==> config.mk <==
export PLATFORM = sky130hd
export DESIGN_NAME = watchdog_reset_timer
export DESIGN_NICKNAME = d
export VERILOG_FILES = /design/src/design/watchdog_pkg.sv /design/src/design/machine_cycle_tick.sv /design/src/design/reset_pulse_stretch.sv /design/src/design/watchdog_reset_timer.sv
export SDC_FILE = /design/constraint.sdc
export NUM_CORES = 1
export LEC_CHECK = 0
export CORE_MARGIN = 3
export CORE_UTILIZATION = 63
export CTS_CLUSTER_SIZE = 14
export DETAILED_ROUTE_END_ITERATION = 16
export DONT_BUFFER_PORTS = 1
export HOLD_SLACK_MARGIN = 0.08
export PLACE_DENSITY = 0.79
export SYNTH_ARGS = -nofsm -noshare
export SYNTH_HDL_FRONTEND = slang
export SYNTH_HIERARCHICAL = 1
export SYNTH_SLANG_ARGS = --single-unit
==> constraint.sdc <==
create_clock -name clk_i -period 2.5 [get_ports clk_i]
set_input_delay 0.25 -clock clk_i [delete_from_list [all_inputs] [get_ports clk_i]]
set_output_delay 0.25 -clock clk_i [all_outputs]
set_load 0.05 [all_outputs]
==> src/design/watchdog_pkg.sv <==
/*
 * Shared constants of the watchdog: register indices, field layout, reset values, key bytes
 * and cycle figures.
 * Assumes the bus clock is the oscillator clock, so one oscillator period is one clock cycle.
 */
package watchdog_pkg;

   // Register indices; byte address is four times the index
   localparam logic [7:0] KEY_SERVICE_IDX   = 8'ha6;
   localparam logic [7:0] PERIOD_SELECT_IDX = 8'ha7;
   localparam logic [7:0] STATUS_IDX        = 8'ha8;

   // Key bytes
   localparam logic [7:0] KEY_FIRST  = 8'h1e;
   localparam logic [7:0] KEY_SECOND = 8'he1;

   // Field layout and reset values
   localparam int         PERIOD_SEL_LSB   = 0;
   localparam int         PERIOD_SEL_WIDTH = 3;
   localparam logic [2:0] PERIOD_SEL_RESET = 3'h0;
   localparam logic [7:0] KEY_REG_RESET    = 8'hff;
   localparam int         STAT_ENABLED_BIT = 0;
   localparam int         STAT_HOLD_BIT    = 1;
   localparam int         STAT_ARMED_BIT   = 2;
   localparam int         STAT_STAGE_LSB   = 8;

   // Counter chain
   localparam int PRESCALE_BITS = 14;
   localparam int STAGE_BITS    = 7;

   // Machine cycle length in oscillator periods
   localparam int OSC_PER_MC_STD = 12;
   localparam int OSC_PER_MC_X2  = 6;

   // Oscillator and reset pulse timing
   localparam int OSC_PERIOD_NS        = 20;
   localparam int RESET_PULSE_OSC      = 96;
   localparam int RESET_PULSE_NS       = RESET_PULSE_OSC * OSC_PERIOD_NS;
   localparam int RESET_PULSE_CYCLES   = (RESET_PULSE_NS + OSC_PERIOD_NS - 1) / OSC_PERIOD_NS;

endpackage

==> src/design/machine_cycle_tick.sv <==
/*
 * Machine cycle tick: one-cycle pulse every twelve oscillator periods, or six in
 * double-speed mode. Halts while the oscillator is stopped.
 * Assumes x2_mode_i and osc_run_i are on the same clock.
 */
`timescale 1ns/1ns
module machine_cycle_tick
   import watchdog_pkg::*;
(
   input  wire logic clk_i,
   input  wire logic rst_i,
   input  wire logic x2_mode_i,
   input  wire logic osc_run_i,
   output logic      tick_o
);

   logic [3:0] div_q;
   logic [3:0] last;

   assign last = x2_mode_i ? 4'(OSC_PER_MC_X2 - 1) : 4'(OSC_PER_MC_STD - 1);

   ////////////////////////////////////////////////////////////////////////////
   always_ff @(posedge clk_i) begin
      if (rst_i) begin
         div_q  <= 4'h0;
         tick_o <= 1'b0;
      end else if (!osc_run_i) begin
         tick_o <= 1'b0;
      end else if (div_q >= last) begin
         // Also catches a mode switch that leaves the divider past the end
         div_q  <= 4'h0;
         tick_o <= 1'b1;
      end else begin
         div_q  <= div_q + 4'h1;
         tick_o <= 1'b0;
      end
   end

endmodule

==> src/design/reset_pulse_stretch.sv <==
/*
 * Stretches a one-cycle overflow event into a chip reset pulse of fixed length.
 * Assumes start_i is a pulse on the same clock.
 */
`timescale 1ns/1ns
module reset_pulse_stretch
   import watchdog_pkg::*;
#(
   parameter int PULSE_CYCLES = RESET_PULSE_CYCLES
)
(
   input  wire logic clk_i,
   input  wire logic rst_i,
   input  wire logic start_i,
   output logic      pulse_o
);

   localparam int CW = $clog2(PULSE_CYCLES + 1);

   logic [CW-1:0] left_q;

   // Elaboration-time parameter check
   if (PULSE_CYCLES < 1) begin
      $error("PULSE_CYCLES must be at least one");
   end

   ////////////////////////////////////////////////////////////////////////////
   always_ff @(posedge clk_i) begin
      if (rst_i) begin
         left_q  <= '0;
         pulse_o <= 1'b0;
      end else if (start_i) begin
         left_q  <= CW'(PULSE_CYCLES - 1);
         pulse_o <= 1'b1;
      end else if (left_q != '0) begin
         left_q  <= left_q - CW'(1);
         pulse_o <= 1'b1;
      end else begin
         pulse_o <= 1'b0;
      end
   end

endmodule

==> src/design/watchdog_reset_timer.sv <==
/*
 * Watchdog reset timer with classic Wishbone register access.
 * Assumes clk_i is the oscillator clock, power_down_i and x2_mode_i come from the core on
 * the same clock, and ext_int_n_i is the raw external interrupt pin.
 */
// Implementation choice: the Wishbone slave port.
// Functional notes
// - After any reset the watchdog is disabled and does not count.
// - Writing 1EH then E1H back to back to the key register arms it.
// - The same key pair while running restarts the count from zero.
// - Enabled, the counter advances once per machine cycle while the oscillator runs.
// - No software action disables it; only reset or overflow do.
// - Overflow drives a chip reset pulse of 96 oscillator periods.
// - Counter chain is a 14-bit prescaler then a 7-bit stage.
// - Select value S gives a timeout of 2^(14+S) machine cycles.
// - While enabled, writes cannot change the active period.
// - Select field resets to 000; upper bits reserved, read zero.
// - In power-down the counter holds its value.
// - Leaving power-down by hardware reset leaves the watchdog disabled.
// - After interrupt wake-up counting waits until the interrupt pin is high.
// - In idle the oscillator runs, so the watchdog keeps counting.
// - Key register is write-only at A6h; period register at A7h.
`timescale 1ns/1ns
module watchdog_reset_timer
   import watchdog_pkg::*;
#(
   parameter int PRESCALE_WIDTH = PRESCALE_BITS,
   parameter int STAGE_WIDTH    = STAGE_BITS
)
(
   input  wire logic        clk_i,
   input  wire logic        rst_i,
   // Wishbone slave
   input  wire logic        wb_cyc_i,
   input  wire logic        wb_stb_i,
   input  wire logic        wb_we_i,
   input  wire logic [9:0]  wb_adr_i,
   input  wire logic [31:0] wb_dat_i,
   input  wire logic [3:0]  wb_sel_i,
   output logic [31:0]      wb_dat_o,
   output logic             wb_ack_o,
   // Core and pin side
   input  wire logic        power_down_i,
   input  wire logic        x2_mode_i,
   input  wire logic        ext_int_n_i,
   output logic             chip_reset_o,
   output logic             running_o
);

   localparam int CHAIN_WIDTH = PRESCALE_WIDTH + STAGE_WIDTH;

   // Elaboration-time parameter checks
   if (PRESCALE_WIDTH < 1 || PRESCALE_WIDTH > 24) begin
      $error("PRESCALE_WIDTH out of range");
   end
   if (STAGE_WIDTH != (1 << PERIOD_SEL_WIDTH) - 1) begin
      $error("STAGE_WIDTH must match select field");
   end

   // Ones in the low 14+S bits of the chain mark the terminal count
   function automatic logic [CHAIN_WIDTH-1:0] terminal_mask(input logic [2:0] sel);
      logic [CHAIN_WIDTH-1:0] m;
      m = '0;
      for (int i = 0; i < CHAIN_WIDTH; i++) begin
         if (i < PRESCALE_WIDTH + int'(sel)) begin
            m[i] = 1'b1;
         end
      end
      return m;
   endfunction

   ////////////////////////////////////////////////////////////////////////////
   // Bus decode

   logic       req;
   logic       wr;
   logic       hit_key;
   logic       hit_period;
   logic       hit_status;
   logic [7:0] idx;

   assign idx        = wb_adr_i[9:2];
   assign req        = wb_cyc_i && wb_stb_i && !wb_ack_o;
   assign wr         = req && wb_we_i && wb_sel_i[0];
   assign hit_key    = idx == KEY_SERVICE_IDX;
   assign hit_period = idx == PERIOD_SELECT_IDX;
   assign hit_status = idx == STATUS_IDX;

   ////////////////////////////////////////////////////////////////////////////
   // Pin synchroniser

   logic int_meta_q;
   logic int_high_q;

   always_ff @(posedge clk_i) begin
      if (rst_i) begin
         int_meta_q <= 1'b1;
         int_high_q <= 1'b1;
      end else begin
         int_meta_q <= ext_int_n_i;
         int_high_q <= int_meta_q;
      end
   end

   ////////////////////////////////////////////////////////////////////////////
   // Machine cycle tick

   logic mc_tick;

   machine_cycle_tick u_tick (
      .clk_i     (clk_i),
      .rst_i     (rst_i),
      .x2_mode_i (x2_mode_i),
      .osc_run_i (!power_down_i),
      .tick_o    (mc_tick)
   );

   ////////////////////////////////////////////////////////////////////////////
   // Key sequence

   logic key_wr;
   logic first_key_q;
   logic key_pair;

   assign key_wr   = wr && hit_key;
   assign key_pair = key_wr && first_key_q && wb_dat_i[7:0] == KEY_SECOND;

   // Any other write to the key register drops a pending first byte
   always_ff @(posedge clk_i) begin
      if (rst_i) begin
         first_key_q <= 1'b0;
      end else if (key_wr) begin
         first_key_q <= wb_dat_i[7:0] == KEY_FIRST;
      end
   end

   ////////////////////////////////////////////////////////////////////////////
   // Period select

   logic [2:0] period_sel_q;
   logic [2:0] active_sel_q;
   logic       enabled_q;

   always_ff @(posedge clk_i) begin
      if (rst_i) begin
         period_sel_q <= PERIOD_SEL_RESET;
      end else if (wr && hit_period && !enabled_q) begin
         period_sel_q <= wb_dat_i[PERIOD_SEL_LSB +: PERIOD_SEL_WIDTH];
      end
   end

   ////////////////////////////////////////////////////////////////////////////
   // Enable, wake hold and counter chain

   logic                   overflow_q;
   logic                   hold_q;
   logic [CHAIN_WIDTH-1:0] chain_q;
   logic                   at_terminal;
   logic                   count_en;

   assign at_terminal = (chain_q & terminal_mask(active_sel_q)) == terminal_mask(active_sel_q);
   assign count_en    = enabled_q && mc_tick && !hold_q;

   // Only reset or overflow clear the enable
   always_ff @(posedge clk_i) begin
      if (rst_i) begin
         enabled_q    <= 1'b0;
         active_sel_q <= PERIOD_SEL_RESET;
      end else if (overflow_q) begin
         enabled_q    <= 1'b0;
      end else if (key_pair && !enabled_q) begin
         enabled_q    <= 1'b1;
         active_sel_q <= period_sel_q;
      end
   end

   // Interrupt wake-up: hold until the synchronised pin reads high
   always_ff @(posedge clk_i) begin
      if (rst_i) begin
         hold_q <= 1'b0;
      end else if (power_down_i) begin
         hold_q <= 1'b1;
      end else if (int_high_q) begin
         hold_q <= 1'b0;
      end
   end

   // Prescaler is the low bits of the chain, stage the high bits
   always_ff @(posedge clk_i) begin
      if (rst_i) begin
         chain_q    <= '0;
         overflow_q <= 1'b0;
      end else if (key_pair || overflow_q) begin
         chain_q    <= '0;
         overflow_q <= 1'b0;
      end else if (count_en && at_terminal) begin
         chain_q    <= '0;
         overflow_q <= 1'b1;
      end else if (count_en) begin
         chain_q    <= chain_q + CHAIN_WIDTH'(1);
         overflow_q <= 1'b0;
      end
   end

   // Idle needs no term here: only power-down stops the tick

   ////////////////////////////////////////////////////////////////////////////
   // Chip reset pulse

   reset_pulse_stretch #(
      .PULSE_CYCLES (RESET_PULSE_CYCLES)
   ) u_stretch (
      .clk_i   (clk_i),
      .rst_i   (rst_i),
      .start_i (overflow_q),
      .pulse_o (chip_reset_o)
   );

   always_ff @(posedge clk_i) begin
      if (rst_i) begin
         running_o <= 1'b0;
      end else begin
         running_o <= enabled_q && !overflow_q;
      end
   end

   ////////////////////////////////////////////////////////////////////////////
   // Bus answer

   logic [31:0] rd_d;

   always_comb begin
      rd_d = 32'h0;
      if (hit_period) begin
         rd_d[PERIOD_SEL_LSB +: PERIOD_SEL_WIDTH] = period_sel_q;
      end else if (hit_status) begin
         rd_d[STAT_ENABLED_BIT] = enabled_q;
         rd_d[STAT_HOLD_BIT]    = hold_q;
         rd_d[STAT_ARMED_BIT]   = first_key_q;
         rd_d[STAT_STAGE_LSB +: STAGE_WIDTH] = chain_q[CHAIN_WIDTH-1 -: STAGE_WIDTH];
      end
      // Key register is write-only and reads zero
   end

   // Every address is acknowledged; unmapped reads return zero
   always_ff @(posedge clk_i) begin
      if (rst_i) begin
         wb_ack_o <= 1'b0;
         wb_dat_o <= 32'h0;
      end else begin
         wb_ack_o <= req;
         wb_dat_o <= (req && !wb_we_i) ? rd_d : 32'h0;
      end
   end

endmodule

==> results of run 1 <==
-- how the worst max path moves through the flow --
stage                          startpoint               to  slack [ps]  cells past startpoint
after CTS                 active_sel_q[1]       chain_q[8]         480                      7
after detailed placement  active_sel_q[1]      chain_q[10]         500                      7
after global routing      active_sel_q[1]       chain_q[8]         350                      7
after global placement    active_sel_q[1]       chain_q[8]         570                      7
after floorplan                  wb_ack_o  active_sel_q[1]         700                      6
final                     active_sel_q[1]       chain_q[8]         490                      7
-- layout make-up --
class / instances / area (sq um)
multi-input cells: 239 / 1740
fillers: 345 / 1230
flip-flops and latches: 58 / 1160
clock buffers: 11 / 141
well taps: 65 / 81.3
repair buffers: 8 / 72.6
clock inverters: 5 / 53.8
inverters: 12 / 45.0
-- worst reg2reg max path, cell delays in order (launching register included) --
cell,delay (ps)
dfxtp_1,470
inv_1,120
ha_1,360
a21oi_1,80
nor4_1,290
o2111a_1,240
buf_4,240
nor3b_1,80
-- cells in the mapped netlist (7+ instances only) --
| master | count | area [sq um] |
|---|---|---|
| dfxtp_1 | 58 | 1160 |
| buf_4 | 22 | 165 |
| ha_1 | 11 | 138 |
| mux2i_1 | 7 | 70.1 |
| xor2_1 | 14 | 123 |
| inv_1 | 12 | 45.0 |
| and2_1 | 9 | 56.3 |
| nand3_1 | 9 | 45.0 |
| nand2_1 | 22 | 82.6 |
| nor3_1 | 7 | 35.0 |
| nor2_1 | 18 | 67.6 |
| nor3b_2 | 9 | 113 |
| nor3b_1 | 7 | 52.6 |
| a21oi_1 | 11 | 55.1 |
| xnor2_1 | 7 | 61.3 |
-- where the power goes --
group          internal (mW)  total (mW)  leakage [nW]  switching, mW
Clock                  0.483       0.837         0.103          0.353
Sequential             0.979        1.05         0.470         0.0740
Combinational          0.181       0.435         0.798          0.253
Total                   1.64        2.32          1.37          0.680
-- kinds of logic after synthesis --
| kind of cell | Yosys count |
|---|---|
| simple gates | 136 |
| other cells | 1 |
| mux | 7 |
| fa+ha+maj | 11 |
| flops | 58 |
| buf+inv | 44 |
| compound gates | 42 |
| xor+xnor | 21 |
-- sequential cells by signal, indices dropped and copies added, names as in the netlist, 3 cells and up --
| signal | count |
|---|---|
| active_sel_q | 3 |
| period_sel_q | 3 |
| chain_q | 21 |
| u_tick/div_q | 4 |
| u_stretch/left_q | 7 |
| wb_dat_o | 10 |
-- layer usage --
metal  up-vias  track usage, %
met5         -               0
met4         0            10.5
met3        13            6.15
met2        67            34.1
met1      1047            23.9
li1       1107               -
-- stage by stage --
stage          setup WS (ps)  hold WS (ps)
3_3_place_gp             573           319
5_1_grt                  350          92.4
6_report                 487          88.3
3_5_place_dp             504           321
2_1_floorplan            702           315
4_1_cts                  481          82.2
-- repair_timing --
action                     in CTS  in global routing
hold endpoints to repair       23                  0
hold buffers                    5                  0
setup endpoints to repair       0                  0
==> reports/metrics.cfg, run 1 <==
[outcome]
status = completed

[sta]
finalSetupViolCount = 0
relSlewSlack_pct = 42.0
finalHoldViolCount = 0
setup-tns-final_ps = 0
worst_slew_pin_slew_ps = 867
timing.fmax_ghz = 0.497
fin_crit_sh_pct = 80.5
period_minus_slack_ps = 2010
rsz0062_at_grt = false
fin_worst_skew_ps = 7.41
slew_viol_final = 0

[setup_path]
r2r_cells = 7
worstReg2RegEnd = chain_q[8]
critPathKind = register to register
startpoint_type = register
rr_startpoint = active_sel_q[1]
rrSetupSlack_ps = 490
crit_chain = inv_1, ha_1, a21oi_1, nor4_1, o2111a_1, buf_4, nor3b_1
required_ps = 2720
arrival_ps = 2230
slowest_delay_ps = 470
path_delay_family = flip-flops
critPathMaxFanout = 14
cp_slowest_cell = dfxtp_1
end_kind = register
path_buf_inv = 2

[yosys]
yosys_warnings = 6
synth-edff-count = 0
synth-xor-area-share_pct = 5.96
ys_ff_latch = 58
async_reset_ff_share_pct = 0
synth-main-ff-cell = dfxtp_1
syn_area_sq_um = 3090
synth_top_family_by_area = simple AND/OR/NAND/NOR gates
synth_mux_area_share_pct = 2.27
synthSimpleGateAreaFrac_pct = 31.3
synth_adder_area_share_pct = 4.46
yosysUniqueCellTypes = 61
syn_inst = 320
synth_compound_area_share_pct = 9.85
synth.avg_cell_area_sq_um = 9.65
yosysSeqAreaShare_pct = 37.6

[clocking]
cts_tree = yes
cts_buffers = 9
clock_sinks = 58
root_buffer = clkbuf_8
h-tree-depth = 3
clockBufferDepth = 2
path_clk_slew_ps = 60
post_cts_buffers = 0
cts_resized = 0
clock_latency_ps = 330

[drt]
wl_um = 5650
wl_met1_um = 2450
avgRoutedWirePerCell_um = 14.2
antenna_left = 0
drt-pass1-iter-count = 4
vias = 2234
route.detailed.drc = 0
dr_wl_met3_um = 267
wl_met2_um = 2810
via_per_inst = 5.61
drt_iter0_markers = 149
highest_layer = met4

[floorplanning]
core_sq_um = 4530
die_x_um = 76.0
initial_core_util_pct = 68.1
ioPinCount = 89
chipHeight_um = 76.0
die-area_sq_um = 5780
rows = 24

[finish]
syn_to_final_growth_pct = 6.89
final_core_util_pct = 72.8
layout_commonest_cell = dfxtp_1
fin_area_sq_um = 3300
diodes = 0
instances_no_fill = 398
drive_gt1_share_pct = 14.4
final_cell_mix = dfxtp_1, nand2_1, conb_1
nets = 393

[placement]
dp_cells = 377
port_buffers = 0
gp_congestion = 0.781
place_hpwl_um = 4010
place_area_sq_um = 3050

[min_path]
min_path_type = input port to register
worstHoldPathCells = 2
hold_end = enabled_q
worstHoldStart = rst_i

[grt]
grt_pass1_wl_um = 9690
grt_usage_pct = 20.5
antenna_found_initial = 0
grt_max_degree = 24
first_global_vias = 2133
overflow = 0

[power]
ir_drop_mv = 0.676
p_leak_nw = 1.37
power_mw = 2.32
power_density_nw_per_um2 = 704

[job]
max_cap_violations = 0

Note: power is estimated with default switching activity, not from simulation.
==> run 2: changes to the inputs <==
clock period = 1.9 ns   (was 2.5 ns; I/O delays follow)
==> reports/metrics.cfg, run 2 (synthesis gave the netlist of run 1 again) <==
[floorplanning]
chipHeight_um = 76.0  ; unchanged
rows = 24  ; unchanged
initial_core_util_pct = 68.1  ; unchanged
core_sq_um = 4530  ; unchanged
die_x_um = 76.0  ; unchanged
ioPinCount = 89  ; unchanged
die-area_sq_um = 5780  ; unchanged

[setup_path]
cp_slowest_cell = dfxtp_2  ; was dfxtp_1
critPathMaxFanout = 20  ; was 14
worstReg2RegEnd = chain_q[6]  ; was chain_q[8]
startpoint_type = register  ; unchanged
critPathKind = register to register  ; unchanged
required_ps = 2120  ; was 2720 ps
r2r_cells = 7  ; unchanged
arrival_ps = 2000  ; was 2230 ps
slowest_delay_ps = 380  ; was 470 ps
rrSetupSlack_ps = 120  ; was 490 ps
crit_chain = inv_1, ha_1, a21oi_1, nor4_1, o2111a_2, buf_12, nor3b_1  ; was inv_1, ha_1, a21oi_1, nor4_1, o2111a_1, buf_4, nor3b_1
end_kind = register  ; unchanged
rr_startpoint = active_sel_q[1]  ; unchanged

[power]
power_density_nw_per_um2 = 984  ; was 704 nW/um^2
ir_drop_mv = 0.834  ; was 0.676 mV
p_leak_nw = 1.43  ; was 1.37 nW
power_mw = 3.36  ; was 2.32 mW

[min_path]
worstHoldStart = wb_dat_i[3]  ; was rst_i
min_path_type = input port to register  ; unchanged
hold_end = first_key_q  ; was enabled_q
worstHoldPathCells = 3  ; was 2

[finish]
final_cell_mix = dfxtp_1, nand2_1, conb_1  ; unchanged
fin_area_sq_um = 3420  ; was 3300 sq um
final_core_util_pct = 75.4  ; was 72.8%
registers.top_by_ff_count = chain_q  ; unchanged
instances_no_fill = 403  ; was 398
fillerInstances = 322  ; was 345
nets = 398  ; was 393
syn_to_final_growth_pct = 10.7  ; was 6.89%
diodes = 0  ; unchanged
drive_gt1_share_pct = 16.6  ; was 14.4%
biggestRegsByFlops = chain_q (21), wb_dat_o (10), u_stretch/left_q (7)  ; unchanged
largest_reg_flops = 21  ; unchanged
layout_commonest_cell = dfxtp_1  ; unchanged

[clocking]
clock_sinks = 58  ; unchanged
h-tree-depth = 3  ; unchanged
clock_latency_ps = 330  ; about the same
post_cts_buffers = 0  ; unchanged
clockBufferDepth = 2  ; unchanged
cts_buffers = 9  ; unchanged
path_clk_slew_ps = 60  ; about the same
root_buffer = clkbuf_8  ; unchanged
cts_tree = yes  ; unchanged

[grt]
grt_pass1_wl_um = 10200  ; was 9690 um
grt_max_degree = 26  ; was 24
first_global_vias = 2168  ; was 2133
grt_usage_pct = 21.7  ; was 20.5%
antenna_found_initial = 0  ; unchanged
overflow = 0  ; unchanged

[sta]
period_minus_slack_ps = 1780  ; was 2010 ps
whs_ps = 99.7  ; was 88.3 ps
finalSetupViolCount = 0  ; unchanged
fin_crit_sh_pct = 93.9  ; was 80.5%
slew_viol_final = 0  ; unchanged
relSlewSlack_pct = 43.1  ; was 42.0%
finalHoldViolCount = 0  ; unchanged
setup-tns-final_ps = 0  ; unchanged
worst_slew_pin_slew_ps = 854  ; was 867 ps
timing.fmax_ghz = 0.561  ; was 0.497 GHz
fin_worst_skew_ps = 8.49  ; was 7.41 ps
fin_ws_ps = 117  ; was 487 ps
rsz0062_at_grt = false  ; unchanged

[placement]
dp_worst_setup_slack_ps = 37.1  ; was 504 ps
port_buffers = 0  ; unchanged
place_hpwl_um = 4140  ; was 4010 um
gp_congestion = 0.793  ; was 0.781
place_area_sq_um = 3100  ; was 3050 sq um
dp_cells = 381  ; was 377

[drt]
route.detailed.drc = 0  ; unchanged
via_per_inst = 5.53  ; was 5.61
antenna_left = 0  ; unchanged
drt_iter0_markers = 163  ; was 149
avgRoutedWirePerCell_um = 14.3  ; was 14.2 um
wl_um = 5750  ; was 5650 um
vias = 2229  ; was 2234
drt-pass1-iter-count = 4  ; unchanged

[job]
max_cap_violations = 0  ; unchanged

[outcome]
status = completed  ; unchanged

==> run 2: cell count changes in the layout (fill, tap and decap cells not counted) <==
cell	before	now
dfxtp_2	0	3
clkinv_4	1	0
dfxtp_1	58	55
o2111a_2	0	1
clkbuf_8	10	11
dlymetal6s4s_1	0	1
o2111a_1	1	0
buf_4	3	6
clkinvlp_4	0	1
clkinv_2	3	0
bufinv_16	1	3
buf_12	0	1
==> run 2: power by group <==
part	leakage (nW)	internal, mW	total (mW)	switching, mW
Sequential	0.471	1.29	1.38	0.0956
Clock	0.123	0.943	1.41	0.464
Combinational	0.836	0.241	0.570	0.329
Total	1.43	2.47	3.36	0.889
==> run 2: worst max-delay path by stage <==
| stage | startpoint | end | slack [ps] | depth (start not counted) |
|---|---|---|---|---|
| after global placement | active_sel_q[1] | overflow_q | 20 | 7 |
| after detailed placement | active_sel_q[1] | overflow_q | 40 | 7 |
| after global routing | wb_ack_o | active_sel_q[1] | 0.8 | 5 |
| final | active_sel_q[1] | chain_q[6] | 120 | 7 |
| after CTS | active_sel_q[1] | overflow_q | 20 | 7 |
| after floorplan | wb_ack_o | active_sel_q[1] | 100 | 6 |
==> run 2: area by class of cell <==
class / count / area, sq um / share of cell area [%]
multi-input cells: 239 / 1750 / 51.1
flip-flops and latches: 58 / 1160 / 34.1
clock buffers: 12 / 155 / 4.54
repair buffers: 13 / 128 / 3.73
clock inverters: 4 / 97.6 / 2.86
well taps: 65 / 81.3 / 2.38
inverters: 12 / 45.0 / 1.32
==> run 2: metal layers <==
metal / vias up / wire, um / GRT usage (%)
met3: 4 / 303 / 7.57
li1: 1110 / - / -
met5: - / 0 / 0
met2: 64 / 2890 / 36.3
met1: 1051 / 2520 / 26.5
met4: 0 / 33 / 6.52
==> run 2: worst max-delay path: cells and delay by family (launching register included) <==
kind                     cells  cell delay (ps)
flip-flops                   1              380
adder cells (fa/ha/maj)      1              340
AO/OA/AOI/OAI                2              360
buffers and inverters        2              250
AND/OR/NAND/NOR              2              350
==> run 2: repair_timing <==
action | in CTS | in global routing
setup endpoints to repair | 0 | 22
hold buffers | 6 | 0
resized for setup | 0 | 5
hold endpoints to repair | 25 | 0
